## config.mk

```make
export PLATFORM = sky130hd
export DESIGN_NAME = period_counter
export DESIGN_NICKNAME = d
export VERILOG_FILES = /design/src/hw/period_pkg.sv /design/src/hw/ready_pulse.sv /design/src/hw/period_counter.sv
export SDC_FILE = /design/constraint.sdc
export NUM_CORES = 1
export LEC_CHECK = 0
export BUFFER_PORTS_ARGS = -buffer_cell sky130_fd_sc_hd__buf_2
export CAP_MARGIN = 5
export CORE_ASPECT_RATIO = 2
export CORE_MARGIN = 2
export CORE_UTILIZATION = 58
export CTS_CLUSTER_SIZE = 16
export DETAILED_ROUTE_END_ITERATION = 8
export MAX_ROUTING_LAYER = met4
export PLACE_DENSITY = 0.91
export SYNTH_ARGS = -nofsm -noshare
export SYNTH_HDL_FRONTEND = slang
export SYNTH_SLANG_ARGS = --single-unit
export TNS_END_PERCENT = 100
```

## constraint.sdc

```tcl
create_clock -name clk -period 5.5 [get_ports clk]
set_clock_uncertainty 0.05 [all_clocks]
set_input_delay 1.1 -clock clk [delete_from_list [all_inputs] [get_ports clk]]
set_output_delay 1.1 -clock clk [all_outputs]
set_load 0.02 [all_outputs]
```

## src/hw/period_pkg.sv

```systemverilog
package period_pkg;

   // Counter and register widths.
   localparam int CNT_W = 12;
   localparam int REG_W = 8;
   localparam int CAP_W = 16;

   // Register addresses on the 5-bit register port.
   localparam logic [4:0] ADDR_ALIGN_LATCH = 5'h07;
   localparam logic [4:0] ADDR_CAPTURE = 5'h06;
   localparam logic [4:0] ADDR_START_LOW = 5'h0a;
   localparam logic [4:0] ADDR_START_HIGH = 5'h0b;

   // Align/latch control bit positions.
   localparam int BIT_RESTART = 0;
   localparam int BIT_CAPTURE = 1;

   // Default start values per output-rate code, core clock 4.096 MHz.
   localparam logic [11:0] START_8K = 12'h1ff;
   localparam logic [11:0] START_4K = 12'h3ff;
   localparam logic [11:0] START_2K = 12'h7ff;
   localparam logic [11:0] START_1K = 12'hfff;

   // Output-ready low time in core clock cycles.
   localparam logic [6:0] READY_LOW_CYCLES = 7'h40;

   // Reset values.
   localparam logic [7:0] RESET_BYTE = 8'h00;
   localparam logic [11:0] RESET_COUNT = 12'hfff;

   // Register write strobe with its address and data.
   typedef struct packed {
      logic valid;
      logic [4:0] addr;
      logic [7:0] data;
   } reg_write_type;

endpackage

```

## src/hw/ready_pulse.sv

```systemverilog
`timescale 1ns/100ps
`default_nettype none

module ready_pulse
(
   // Clock and reset.
   input wire logic clk,
   input wire logic rst_b,
   // Period start and pin mode.
   input wire logic period_start,
   input wire logic clock_out_mode,
   // Active-low output-ready strobe.
   output logic output_ready_strobe_b
);

   logic [6:0] cnt_q;
   logic [6:0] cnt_d;

   // Loads the low-time counter at each period start and counts it out.
   always_comb
   begin
      cnt_d = cnt_q;
      if (period_start)
         cnt_d = period_pkg::READY_LOW_CYCLES;
      else if (cnt_q != 7'h00)
         cnt_d = cnt_q - 7'h01;
   end

   always_ff @(posedge clk or negedge rst_b)
   begin
      if (!rst_b)
         cnt_q <= 7'h00;
      else
         cnt_q <= cnt_d;
   end

   assign output_ready_strobe_b = clock_out_mode | (cnt_q == 7'h00);

   a_ready_low_width: assert property (@(posedge clk) disable iff (!rst_b)
      (period_start && !clock_out_mode) |=> (!output_ready_strobe_b [*8]))
      else $error("Output-ready did not stay low after period start.");

endmodule

`default_nettype wire

```

## src/hw/period_counter.sv

```systemverilog
`timescale 1ns/100ps
`default_nettype none

module period_counter
(
   // Clock and reset.
   input wire logic clk,
   input wire logic rst_b,
   // Register write port, already deserialised and synchronous to clk.
   input wire period_pkg::reg_write_type wr,
   // Register read port.
   input wire logic [4:0] rd_addr,
   output logic [15:0] rd_data,
   // Configuration from the configuration register.
   input wire logic [1:0] output_rate_select,
   input wire logic clock_out_mode,
   // Period status.
   output logic period_start,
   output logic [11:0] count,
   output logic output_ready_strobe_b
);

   logic [11:0] cnt_q;
   logic [11:0] cnt_d;
   logic [11:0] cap_q;
   logic [11:0] cap_d;
   logic [7:0] low_q;
   logic [7:0] low_d;
   logic [3:0] high_q;
   logic [3:0] high_d;
   logic [1:0] ctl_q;
   logic [1:0] ctl_d;
   logic pend_q;
   logic pend_d;
   logic [11:0] default_start;
   logic wr_ctl;
   logic [15:0] rd_data_d;
   logic [15:0] rd_data_q;

   always_comb
   begin
      case (output_rate_select)
         2'b00: default_start = period_pkg::START_8K;
         2'b01: default_start = period_pkg::START_4K;
         2'b10: default_start = period_pkg::START_2K;
         2'b11: default_start = period_pkg::START_1K;
         default: default_start = period_pkg::START_8K;
      endcase
   end

   assign wr_ctl = wr.valid && (wr.addr == period_pkg::ADDR_ALIGN_LATCH);

   // Command bits set on write and fall back to zero the next cycle.
   always_comb
   begin
      ctl_d = 2'b00;
      if (wr_ctl)
         ctl_d = wr.data[1:0];
   end

   // Start-value bytes; a high-byte write arms the pending load.
   always_comb
   begin
      low_d = low_q;
      high_d = high_q;
      pend_d = pend_q;
      if (wr.valid && wr.addr == period_pkg::ADDR_START_LOW)
         low_d = wr.data;
      if (wr.valid && wr.addr == period_pkg::ADDR_START_HIGH)
      begin
         high_d = wr.data[3:0];
         pend_d = 1'b1;
      end
      else if (period_start && !ctl_q[period_pkg::BIT_RESTART])
         pend_d = 1'b0;
   end

   // Period boundary: zero reached or immediate restart.
   // immediate restart
   assign period_start = (cnt_q == 12'h000) || ctl_q[period_pkg::BIT_RESTART];

   // Down-counter.
   always_comb
   begin
      cnt_d = cnt_q - 12'h001;
      if (period_start)
      begin
         if (pend_q && !ctl_q[period_pkg::BIT_RESTART])
            cnt_d = {high_q, low_q};
         else
            cnt_d = default_start;
      end
   end

   // Capture register.
   always_comb
   begin
      cap_d = cap_q;
      if (ctl_q[period_pkg::BIT_CAPTURE])
         cap_d = cnt_q;
   end

   // Registered read data.
   always_comb
   begin
      case (rd_addr)
         period_pkg::ADDR_CAPTURE: rd_data_d = {4'h0, cap_q};
         period_pkg::ADDR_ALIGN_LATCH: rd_data_d = {14'h0000, ctl_q};
         period_pkg::ADDR_START_LOW: rd_data_d = {8'h00, low_q};
         period_pkg::ADDR_START_HIGH: rd_data_d = {12'h000, high_q};
         default: rd_data_d = 16'h0000;
      endcase
   end

   always_ff @(posedge clk or negedge rst_b)
   begin
      if (!rst_b)
      begin
         cnt_q <= period_pkg::RESET_COUNT;
         cap_q <= 12'h000;
         low_q <= period_pkg::RESET_BYTE;
         high_q <= 4'h0;
         ctl_q <= 2'b00;
         pend_q <= 1'b0;
         rd_data_q <= 16'h0000;
      end
      else
      begin
         cnt_q <= cnt_d;
         cap_q <= cap_d;
         low_q <= low_d;
         high_q <= high_d;
         ctl_q <= ctl_d;
         pend_q <= pend_d;
         rd_data_q <= rd_data_d;
      end
   end

   assign rd_data = rd_data_q;
   assign count = cnt_q;

   // Output-ready pulse generator.
   ready_pulse u_ready
   (
      .clk(clk),
      .rst_b(rst_b),
      .period_start(period_start),
      .clock_out_mode(clock_out_mode),
      .output_ready_strobe_b(output_ready_strobe_b)
   );

   // Cycles since the last period start, saturating; only the checks below read it.
   logic [6:0] since_q;
   logic [6:0] since_d;

   // Restarts the helper count at every period start and stops it at its top value.
   always_comb
   begin
      since_d = since_q;
      if (period_start)
         since_d = 7'h00;
      else if (since_q != 7'h7f)
         since_d = since_q + 7'h01;
   end

   // Reset leaves the helper saturated, so no ready pulse is expected after it.
   always_ff @(posedge clk or negedge rst_b)
   begin
      if (!rst_b)
         since_q <= 7'h7f;
      else
         since_q <= since_d;
   end

   a_rate_start: assert property (@(posedge clk) disable iff (!rst_b)
      (period_start && !pend_q && !ctl_q[0]) |=> (cnt_q == $past(default_start)))
      else $error("Default start value wrong after period end.");

   a_capture_copy: assert property (@(posedge clk) disable iff (!rst_b)
      (wr_ctl && wr.data == 8'h02) |=> ##1 (cap_q == $past(cnt_q)))
      else $error("Capture did not copy the counter.");

   a_capture_hold: assert property (@(posedge clk) disable iff (!rst_b)
      (!ctl_q[period_pkg::BIT_CAPTURE]) |=> (cap_q == $past(cap_q)))
      else $error("Capture register changed without a capture request.");

   a_capture_clear: assert property (@(posedge clk) disable iff (!rst_b)
      (ctl_q[1] && !wr_ctl) |=> !ctl_q[1])
      else $error("Capture bit did not clear itself.");

   a_read_align: assert property (@(posedge clk) disable iff (!rst_b)
      (rd_addr == period_pkg::ADDR_ALIGN_LATCH) |=> (rd_data == {14'h0000, $past(ctl_q)}))
      else $error("Align/latch read data wrong.");

   a_capture_upper: assert property (@(posedge clk) disable iff (!rst_b)
      (rd_addr == period_pkg::ADDR_CAPTURE) |=> (rd_data == {4'h0, $past(cap_q)}))
      else $error("Capture read data wrong.");

   a_command_bits: assert property (@(posedge clk) disable iff (!rst_b)
      wr_ctl |=> (ctl_q == $past(wr.data[1:0])))
      else $error("Command bits did not follow the write.");

   a_restart_now: assert property (@(posedge clk) disable iff (!rst_b)
      (wr_ctl && wr.data == 8'h01) |=> ##1 (cnt_q == $past(default_start)))
      else $error("Restart did not reload the counter.");

   a_load_value: assert property (@(posedge clk) disable iff (!rst_b)
      (pend_q && cnt_q == 12'h000 && !ctl_q[0] && !wr.valid)
      |=> (cnt_q == {high_q, low_q}))
      else $error("Loaded start value not used.");

   a_low_byte_store: assert property (@(posedge clk) disable iff (!rst_b)
      (wr.valid && wr.addr == period_pkg::ADDR_START_LOW) |=> (low_q == $past(wr.data)))
      else $error("Low start byte not stored.");

   a_high_byte_store: assert property (@(posedge clk) disable iff (!rst_b)
      (wr.valid && wr.addr == period_pkg::ADDR_START_HIGH)
      |=> (high_q == $past(wr.data[3:0]) && pend_q))
      else $error("High start byte not stored or load not armed.");

   a_read_start_low: assert property (@(posedge clk) disable iff (!rst_b)
      (rd_addr == period_pkg::ADDR_START_LOW) |=> (rd_data == {8'h00, $past(low_q)}))
      else $error("Low start byte read data wrong.");

   a_read_start_high: assert property (@(posedge clk) disable iff (!rst_b)
      (rd_addr == period_pkg::ADDR_START_HIGH) |=> (rd_data == {12'h000, $past(high_q)}))
      else $error("High start byte read data wrong.");

   a_pend_consumed: assert property (@(posedge clk) disable iff (!rst_b)
      (pend_q && period_start && !ctl_q[0]
      && !(wr.valid && wr.addr == period_pkg::ADDR_START_HIGH)) |=> !pend_q)
      else $error("Pending load not consumed at the period end.");

   a_pend_survives: assert property (@(posedge clk) disable iff (!rst_b)
      (pend_q && ctl_q[period_pkg::BIT_RESTART]) |=> pend_q)
      else $error("Restart dropped the pending load.");

   a_restart_clear: assert property (@(posedge clk) disable iff (!rst_b)
      (ctl_q[0] && !wr_ctl) |=> !ctl_q[0])
      else $error("Restart bit did not clear itself.");

   // one count per clock; the release edge itself is not armed.
   a_count_down: assert property (@(posedge clk) disable iff (!rst_b)
      (rst_b && !period_start) |=> (cnt_q == $past(cnt_q) - 12'h001))
      else $error("Counter did not decrement.");

   a_ready_full_width: assert property (@(posedge clk) disable iff (!rst_b)
      output_ready_strobe_b == (clock_out_mode || since_q >= period_pkg::READY_LOW_CYCLES))
      else $error("Output-ready low time wrong.");

   // Main scenarios: capture, restart, load, a whole ready pulse and a set-wins write.
   c_capture: cover property (@(posedge clk) disable iff (!rst_b) ctl_q[1]);
   c_restart: cover property (@(posedge clk) disable iff (!rst_b) ctl_q[0]);
   c_load: cover property (@(posedge clk) disable iff (!rst_b) pend_q && cnt_q == 12'h000);
   c_ready_done: cover property (@(posedge clk) disable iff (!rst_b)
      since_q == period_pkg::READY_LOW_CYCLES && !clock_out_mode);
   c_set_wins: cover property (@(posedge clk) disable iff (!rst_b)
      period_start && wr.valid && wr.addr == period_pkg::ADDR_START_HIGH);

endmodule

`default_nettype wire

```

==> reports/qor.yml, run 1 <==
critPathLaunchType: "flop"
place_inst: 317
regToRegSetupSlack_ns: 3.50
layout.cells.most_common_list: "buf_2 (49), dfrtp_1 (46), mux2_2 (24)"
synth.area.top_cells: "dfrtp_1 (43%), dfstp_2 (12%), mux2_2 (10%)"
clk_transition_reported_paths_ns: 0.06
fin_cells: 333
status: "complete, no violations"
synth_xor_area_frac: 0.0331
grt_setup_unrepaired: "no"
clock-sinks: 58
required_time_at_the_endpoint_of_the_critical_path_ns: 4.35
route.detailed.wl_per_inst_um: 17.2
cp_cell_instances: "inv_1 > ha_1 > nor3b_1 > a31oi_1 > clkinv_1 > buf_2"
yosys.area.top_type: "dfrtp_1"
cp_max_fanout: 8
antenna_left: 0
area_delta_synth_final_pct: 17.8
synth_compound_area_frac: 0.0988
first_global_vias: 1989
yosysUniqueCellTypes: 53
post_cts_hold_buffer_count: 0
rr_startpoint: "count[0]"
tightest_slew_ns: 1.18
timing.critical_path.buf_inv: 3
syn_area_um2: 2650
critPathTopFamily: "buffers and inverters"
timing.hold.worst.start: "cap_q[9]"
max_clock_freq_mhz: 304
p_per_area_nw_per_um2: 437
setup.worst_path.end_class: "primary output"
post-dp-hpwl_um: 4170
layout.filler_cells: 340
grt_usage: 0.260
worst_hold_slack_after_final_layout_ns: 0.426
ctsResizeCount: 0
dominant_combinational_cell_family_by_area_after_synthesis: "simple AND/OR/NAND/NOR gates"
arrival_ns: 2.14
final.period_utilization: 0.598
floorplan_die_height_um: 99.6
ioPinCount: 54
final_common_cell: "buf_2"
p_leak_nw: 1.47
design_power_total_mw: 1.36
core_area_um2: 4380
seq_area_frac_synth: 0.554
wire_length_of_the_first_global_routing_pass_um: 9380
final_report_hold_violation_count: 0
finalCriticalPeriod_ns: 3.29
finalCoreUtilization: 0.712
cts-buffers-inserted: 9
cts_buffer_depth: 2
synth-async-reset-ratio: 1.00
vdd.ir_drop.worst_mv: 0.295
layout-drive-gt1-share: 0.384
dieWidth_um: 51.8
cap_viol_max_count: 0
std_cell_rows: 34
port-buffer-count: 49
drt_iter0_markers: 81
design.die.area_um2: 5150
proportion_of_netlist_area_held_by_the_largest_area_contributor: 0.435
synthSimpleGateAreaFrac: 0.149
slew_headroom: 0.209
crit_slowest_cell: "dfstp_2"
h-tree-depth: 3
initial_core_util: 0.604
via_per_inst: 5.86
ys_ff_latch: 58
drv_slew: 0
ys_warn_count: 0
timing.setup.tns_ns: 0
drtPass1Iterations: 4
synth_fa_ha_area_frac: 0.0142
synth.mux.area_fraction: 0.113
vias: 1952
postSynthCellCount: 221
ff_latch_area_um2: 1470
synth_enable_flop_cells: 0
drc_errors: 0
post_cts_repair_timing_setup_buffer_count: 0
postSynth.topFlopCell: "dfrtp_1"
finish.net_count: 301
max_stage_delay_ns: 0.57
num_antenna_cells: 0
path_class: "flop to primary output"
setup-violations-final: 0
multi_input_area_um2: 1100
worst_setup_path_startpoint: "count[0]"
worst_skew_pair.late_latency_ns: 0.34
clk_root_buffer_cell: "clkbuf_8"
min_path_type: "flop to flop"
synthesized_area_per_cell_um2: 12.0
globalplace.congestion: 0.813
grt_antenna_before_repair: 0
tritoncts: "built"
largest_net_degree_at_the_start_of_global_routing: 59
routed_wirelength_um: 5720
grt_overflow_total: 0
## cell usage after synthesis (all sizes together), types with 2 or more instances
cell type and instances:
a211oi 5, a21oi 8, a222oi 2, a22o 4
a22oi 2, a31oi 3, and2 6, buf 10
clkbuf 2, dfrtp 46, dfstp 12, ha 3
inv 7, mux2 24, mux2i 3, nand2 3
nand2b 3, nand3 2, nand3b 2, nor2 20
nor2b 3, nor3 6, nor3b 5, nor4 3
o211ai 2, o21ai 3, or3 3, or3b 2
or4 2, xnor2 8, xor2 2
## sequential cells by signal (all words and copies together), names as in the netlist
name / cells
cap_q: 12
count: 12
rd_data: 12
low_q: 8
u_ready.cnt_q: 7
high_q: 4
ctl_q: 2
pend_q: 1
## cell families after synthesis
group / after synthesis
buf+inv: 20
xor+xnor: 10
other cells: 1
compound gates: 36
fa+ha+maj: 3
simple gates: 66
mux: 27
flops: 58
## metal layers
layer  part of all wire  global-route usage  routed length [um]
met5                  0                   -                   0
met3              0.041              0.0631                 232
met2               0.55               0.421                3120
met4              0.049               0.176                 282
met1               0.36               0.271                2090
## layout make-up
class / instances / area share
well taps: 54 / 0.0217
repair buffers: 51 / 0.0835
flip-flops and latches: 58 / 0.470
clock inverters: 2 / 0.0112
multi-input cells: 146 / 0.352
inverters: 8 / 0.00963
clock buffers: 14 / 0.0522
## path summary, 6_finish.rpt
path | to | cells after the start
max reg2reg | count[4] | 5
max in group asynchronous | low_q[4] | 2
max | period_start | 6
min in group asynchronous | u_ready.cnt_q[2] | 2
min | rd_data[9] | 1
min reg2reg | rd_data[9] | 1
## power by group
| part | internal (mW) | switching [mW] |
|---|---|---|
| logic | 0.145 | 0.171 |
| clock network | 0.234 | 0.155 |
| registers | 0.550 | 0.109 |
| total | 0.928 | 0.435 |
## metrics by stage
step | setup slack, ns | area (um^2)
floorplan | 2.76 | 2660
global placement | 2.66 | 2920
detailed placement | 2.58 | 2920
CTS | 2.22 | 3120
global route | 2.09 | 3120
finish | 2.21 | 3120
Power figures use the tool's default switching activity.
==> run 2: changes to the inputs <==
Settings changed: CORE_UTILIZATION 58 to 54, PLACE_DENSITY 0.91 to 0.86.
Clock period 5.5 ns to 3.1 ns, I/O delays scaled along.
==> run 2 against run 1 <==
Compared with the run above:
- first-iteration DRC count grew 14%
- sequential share of layout area shrank 0.094 points
- die area grew 7.0%
- wire length shrank 7.3%
- clock power grew 67%
- sequential power grew 76%
- combinational power grew 75%
- count of clock-buffer cells in the layout is the same
- via count shrank 2.6%
- global-route usage shrank 3.2 points
- flip-flop and latch count is the same
==> reports/qor.yml, run 2 (synthesis results as in run 1) <==
crit-reg2reg-capture: "count[4]"
reg2regPathDepth: 5  # unchanged
cts-buffers-inserted: 9  # unchanged
first_global_vias: 1862  # -6.4%
max_stage_delay_ns: 0.57  # about the same
internal_power_mw: 1.61  # +73%
critPathLaunchType: "flop"
drt_iter0_markers: 92  # +14%
core_area_um2: 4770  # +9.0%
multi_input_area_um2: 1100  # unchanged
worst_hold_slack_after_final_layout_ns: 0.242  # -0.184 ns
final_common_cell: "buf_2"
drv_slew: 0  # unchanged
crit_slowest_cell: "dfstp_2"
p_clk_frac: 0.275  # -0.010
timing.critical_path.buf_inv: 3  # unchanged
slew_headroom: 0.539  # +0.330
std_cell_rows: 36  # +5.9%
drc_errors: 0  # unchanged
vdd.ir_drop.worst_mv: 0.598  # +100%
pwr-share-seq: 0.491  # +0.007
antenna_left: 0  # unchanged
port-buffer-count: 49  # unchanged
ctsResizeCount: 0  # unchanged
met3_length_um: 300  # +29%
tightest_slew_ns: 0.689  # -0.488 ns
tritoncts: "built"
regToRegSetupSlack_ns: 1.11  # -2.39 ns
ioPinCount: 54  # unchanged
cap_viol_max_count: 0  # unchanged
post_cts_hold_buffer_count: 0  # unchanged
layout.filler_cells: 369  # +8.5%
routed_wirelength_um: 5300  # -7.3%
status: "complete, no violations"
finish.net_count: 302  # +0.33%
met1_length_um: 2090  # about the same
clk_root_buffer_cell: "clkbuf_8"
setup-violations-final: 0  # unchanged
post-dp-hpwl_um: 3850  # -7.6%
grt_usage: 0.228  # -0.0323
largest_net_degree_at_the_start_of_global_routing: 31  # -47%
floorplan_die_height_um: 103  # +3.5%
timing.setup.tns_ns: 0  # unchanged
highest-signal-layer: "met4"
clk_transition_reported_paths_ns: 0.06  # about the same
grt_overflow_total: 0  # unchanged
net-switching-power_uw: 751  # +73%
route.detailed.wl_per_inst_um: 15.7  # -8.4%
final_report_hold_violation_count: 0  # unchanged
area_delta_synth_final_pct: 18.0
layout-drive-gt1-share: 0.393  # +0.00934
dieWidth_um: 53.5  # +3.4%
cp_cell_instances: "inv_1 > ha_1 > nor3b_1 > a31oi_1 > clkinv_1 > buf_2"
via_per_inst: 5.64  # -3.7%
h-tree-depth: 3  # unchanged
worst_skew_pair.late_latency_ns: 0.34  # about the same
grt_setup_unrepaired: "no"
final.period_utilization: 0.902
path_class: "flop to primary output"
layout.cells.most_common_list: "buf_2 (49), dfrtp_1 (46), mux2_2 (24)"
rr_startpoint: "count[0]"
wire_length_of_the_first_global_routing_pass_um: 8500  # -9.4%
max_clock_freq_mhz: 358
power_switching_share: 0.318  # -0.000717
finalCriticalPeriod_ns: 2.80
min_path_type: "input port to async pin"
clock-sinks: 58  # unchanged
dr_wl_met2_um: 2750  # -12%
place_inst: 321  # +1.3%
num_antenna_cells: 0  # unchanged
finalCoreUtilization: 0.654  # -0.0572
p_per_area_nw_per_um2: 755  # +73%
grt_antenna_before_repair: 0  # unchanged
design.die.area_um2: 5510  # +7.0%
globalplace.congestion: 0.910  # +12%
p_leak_nw: 1.48  # +0.49%
initial_core_util: 0.555  # -0.0497
drtPass1Iterations: 4  # unchanged
power.combinational.fraction: 0.234  # +0.003
ff_latch_area_um2: 1470  # unchanged
fin_cells: 337  # +1.2%
cts_buffer_depth: 2  # unchanged
cp_max_fanout: 8  # unchanged
arrival_ns: 2.13  # about the same
critPathTopFamily: "flip-flops"
post_cts_repair_timing_setup_buffer_count: 0  # unchanged
setup.worst_path.end_class: "primary output"
vias: 1902  # -2.6%
required_time_at_the_endpoint_of_the_critical_path_ns: 2.43  # -1.92 ns
## run 2: changes by cell type in the layout (fill, tap and decap cells not counted)
cell / previous run / this run
bufinv_16: 1 / 0
clkbuf_1: 3 / 1
clkbuf_8: 11 / 13
clkinv_2: 1 / 2
buf_4: 2 / 3
## run 2: metrics by stage
step	cell area, um^2	worst slack (ns)	total power, mW
after floorplan	2660	0.840	1.53
after global placement	2930	0.748	1.68
after detailed placement	2930	0.687	1.72
after CTS	3120	0.296	2.38
after global routing	3120	0.112	2.50
final	3120	0.303	2.36
## run 2: routing by layer
metal  up-vias  track usage
met2        64        0.346
li1        889            -
met1       937        0.260
met3        12       0.0551
met4         0        0.154
met5         -            -
## run 2: power by group through the flow
stage | registers (mW) | logic (mW) | clock network, mW
after floorplan | 1.20 | 0.335 | 0
after global placement | 1.15 | 0.527 | 0
after detailed placement | 1.17 | 0.553 | 0
after CTS | 1.16 | 0.557 | 0.663
after global routing | 1.19 | 0.616 | 0.693
final | 1.16 | 0.551 | 0.648
## run 2: final cells by class
type	instances	share of cell area
Tap cell	57	0.0228
Sequential cell	58	0.469
Multi-Input combinational cell	146	0.351
Inverter	8	0.00961
Clock buffer	14	0.0585
Clock inverter	2	0.00320
Timing Repair Buffer	52	0.0857
## run 2: worst max-delay path by stage
stage,from,end,slack [ns],depth (start not counted)
after floorplan,count[0],period_start,0.84,5
after global placement,count[0],period_start,0.75,6
after detailed placement,count[0],period_start,0.69,6
after CTS,count[0],period_start,0.30,6
after global routing,count[0],period_start,0.11,6
final,count[0],period_start,0.30,6
==> run 3: changes to the inputs <==
Settings changed: CORE_ASPECT_RATIO 2 to 0.7.
==> run 3 against run 2 <==
Compared with the run above:
- via count is 0.16% higher
- utilization is 1.3 points higher
- setup slack better by 0.0076 ns
- wire length is 3.1% higher
- flip-flop and latch count stayed put
- count of clock-buffer cells in the layout is 3 lower
- largest power group unchanged
==> reports/qor.yml, run 3 (synthesis results as in run 1) <==
post_cts_hold_buffer_count: 0  # unchanged
design.die.area_um2: 5490  # -0.44%
final.period_utilization: 0.900  # -0.00245
route.detailed.wl_per_inst_um: 15.6  # -0.72%
met3_usage: 0.0938  # +0.0387
layout.cells.most_common_list: "buf_2 (49), dfrtp_1 (46), mux2_2 (24)"
first_global_vias: 1904  # +2.3%
worst_skew_pair.late_latency_ns: 0.33  # about the same
cp_cell_instances: "inv_1 > ha_1 > nor3b_1 > a31oi_1 > clkinv_1 > buf_2"
post_cts_repair_timing_setup_buffer_count: 0  # unchanged
std_cell_rows: 21  # -42%
dieWidth_um: 87.7  # +64%
grt_overflow_total: 0  # unchanged
p_per_area_nw_per_um2: 780  # +3.3%
arrival_ns: 2.12  # about the same
timing.setup.tns_ns: 0  # unchanged
timing.critical_path.buf_inv: 3  # unchanged
drtPass1Iterations: 4  # unchanged
status: "complete, no violations"
initial_core_util: 0.557  # +0.00219
slew_headroom: 0.430  # -0.109
cts_buffer_depth: 2  # unchanged
gr-usage-met1: 0.290  # +0.0295
via_per_inst: 5.44  # -3.6%
drv_slew: 0  # unchanged
grt_setup_unrepaired: "no"
grtUsageMet2: 0.340  # -0.00572
grt_usage: 0.230  # +0.00236
p_leak_nw: 1.49  # +0.79%
clk_root_buffer_cell: "clkbuf_8"
max_stage_delay_ns: 0.57  # about the same
vias: 1905  # +0.16%
port-buffer-count: 49  # unchanged
tritoncts: "built"
required_time_at_the_endpoint_of_the_critical_path_ns: 2.43  # about the same
drc_errors: 0  # unchanged
layout.filler_cells: 376  # +1.9%
tightest_slew_ns: 0.851  # +0.162 ns
crit_slowest_cell: "dfstp_2"
vdd.ir_drop.worst_mv: 0.422  # -29%
floorplan_die_height_um: 62.6  # -39%
final_common_cell: "buf_2"
antenna_left: 0  # unchanged
drt_iter0_markers: 122  # +33%
globalplace.congestion: 0.885  # -2.7%
clk_transition_reported_paths_ns: 0.06  # about the same
core_area_um2: 4760  # -0.39%
min_path_type: "input port to async pin"
placed_cell_area_um2: 2950  # +0.77%
largest_net_degree_at_the_start_of_global_routing: 39  # +26%
finalCriticalPeriod_ns: 2.79  # -0.00758 ns
setup-violations-final: 0  # unchanged
area_delta_synth_final_pct: 19.8
path_class: "flop to primary output"
global_route.peak_usage_layer: "met2"
finish.net_count: 303  # +0.33%
num_antenna_cells: 0  # unchanged
critPathLaunchType: "flop"
cp_max_fanout: 8  # unchanged
setup.worst_path.end_class: "primary output"
layout-drive-gt1-share: 0.395  # +0.00216
post-dp-hpwl_um: 3890  # +0.97%
clock-sinks: 58  # unchanged
ctsResizeCount: 0  # unchanged
max_clock_freq_mhz: 358  # +0.27%
place_inst: 334  # +4.0%
grt_antenna_before_repair: 0  # unchanged
cts-buffers-inserted: 9  # unchanged
routed_wirelength_um: 5470  # +3.1%
final_report_hold_violation_count: 0  # unchanged
fin_cells: 350  # +3.9%
cap_viol_max_count: 0  # unchanged
critPathTopFamily: "flip-flops"
h-tree-depth: 3  # unchanged
ioPinCount: 54  # unchanged
wire_length_of_the_first_global_routing_pass_um: 9260  # +8.9%
stdcell_area_um2: 3170  # +1.6%
-- run 3: through the flow --
step           worst slack (ns)   util  hold WS (ns)  power (mW)
6_report                  0.310  0.667         0.332        2.47
5_1_grt                   0.152  0.667         0.380        2.63
4_1_cts                   0.270  0.667         0.340        2.50
3_5_place_dp              0.647  0.621         0.420        1.72
3_3_place_gp              0.734  0.621         0.401        1.69
2_1_floorplan             0.840      -         0.274        1.53
-- run 3: where the power goes --
| group | total (mW) | internal, mW | switching, mW |
|---|---|---|---|
| Sequential | 1.16 | 0.975 | 0.187 |
| Clock | 0.761 | 0.472 | 0.290 |
| Combinational | 0.550 | 0.258 | 0.292 |
-- run 3: path summary, 6_finish.rpt --
kind | startpoint | end | slack (ns) | cells after the start
worst min register to register | cap_q[11] | rd_data[11] | 0.43 | 1
worst max-delay path | count[0] | period_start | 0.31 | 6
worst min-delay path | rst_b | cap_q[7] | 0.33 | 1
worst max register to register | count[0] | count[4] | 1.05 | 5
max in group asynchronous | rst_b | count[8] | 1.92 | 2
min in group clk | cap_q[11] | rd_data[11] | 0.43 | 1
-- run 3: cell type report --
cell class / instances / area [um^2] / share of cell area
inverter: 8 / 30.0 / 0.00946
tap: 69 / 86.3 / 0.0272
multi-input combinational: 146 / 1100 / 0.345
clock inverter: 5 / 77.6 / 0.0244
clock buffer: 11 / 141 / 0.0446
timing repair buffer: 53 / 275 / 0.0868
sequential: 58 / 1470 / 0.462
-- run 3: per-layer routing --
metal | vias to the layer above | share of wire
met1 | 940 | 0.44
met4 | 0 | 0.010
li1 | 897 | -
met3 | 6 | 0.067
met2 | 62 | 0.48
met5 | - | 0
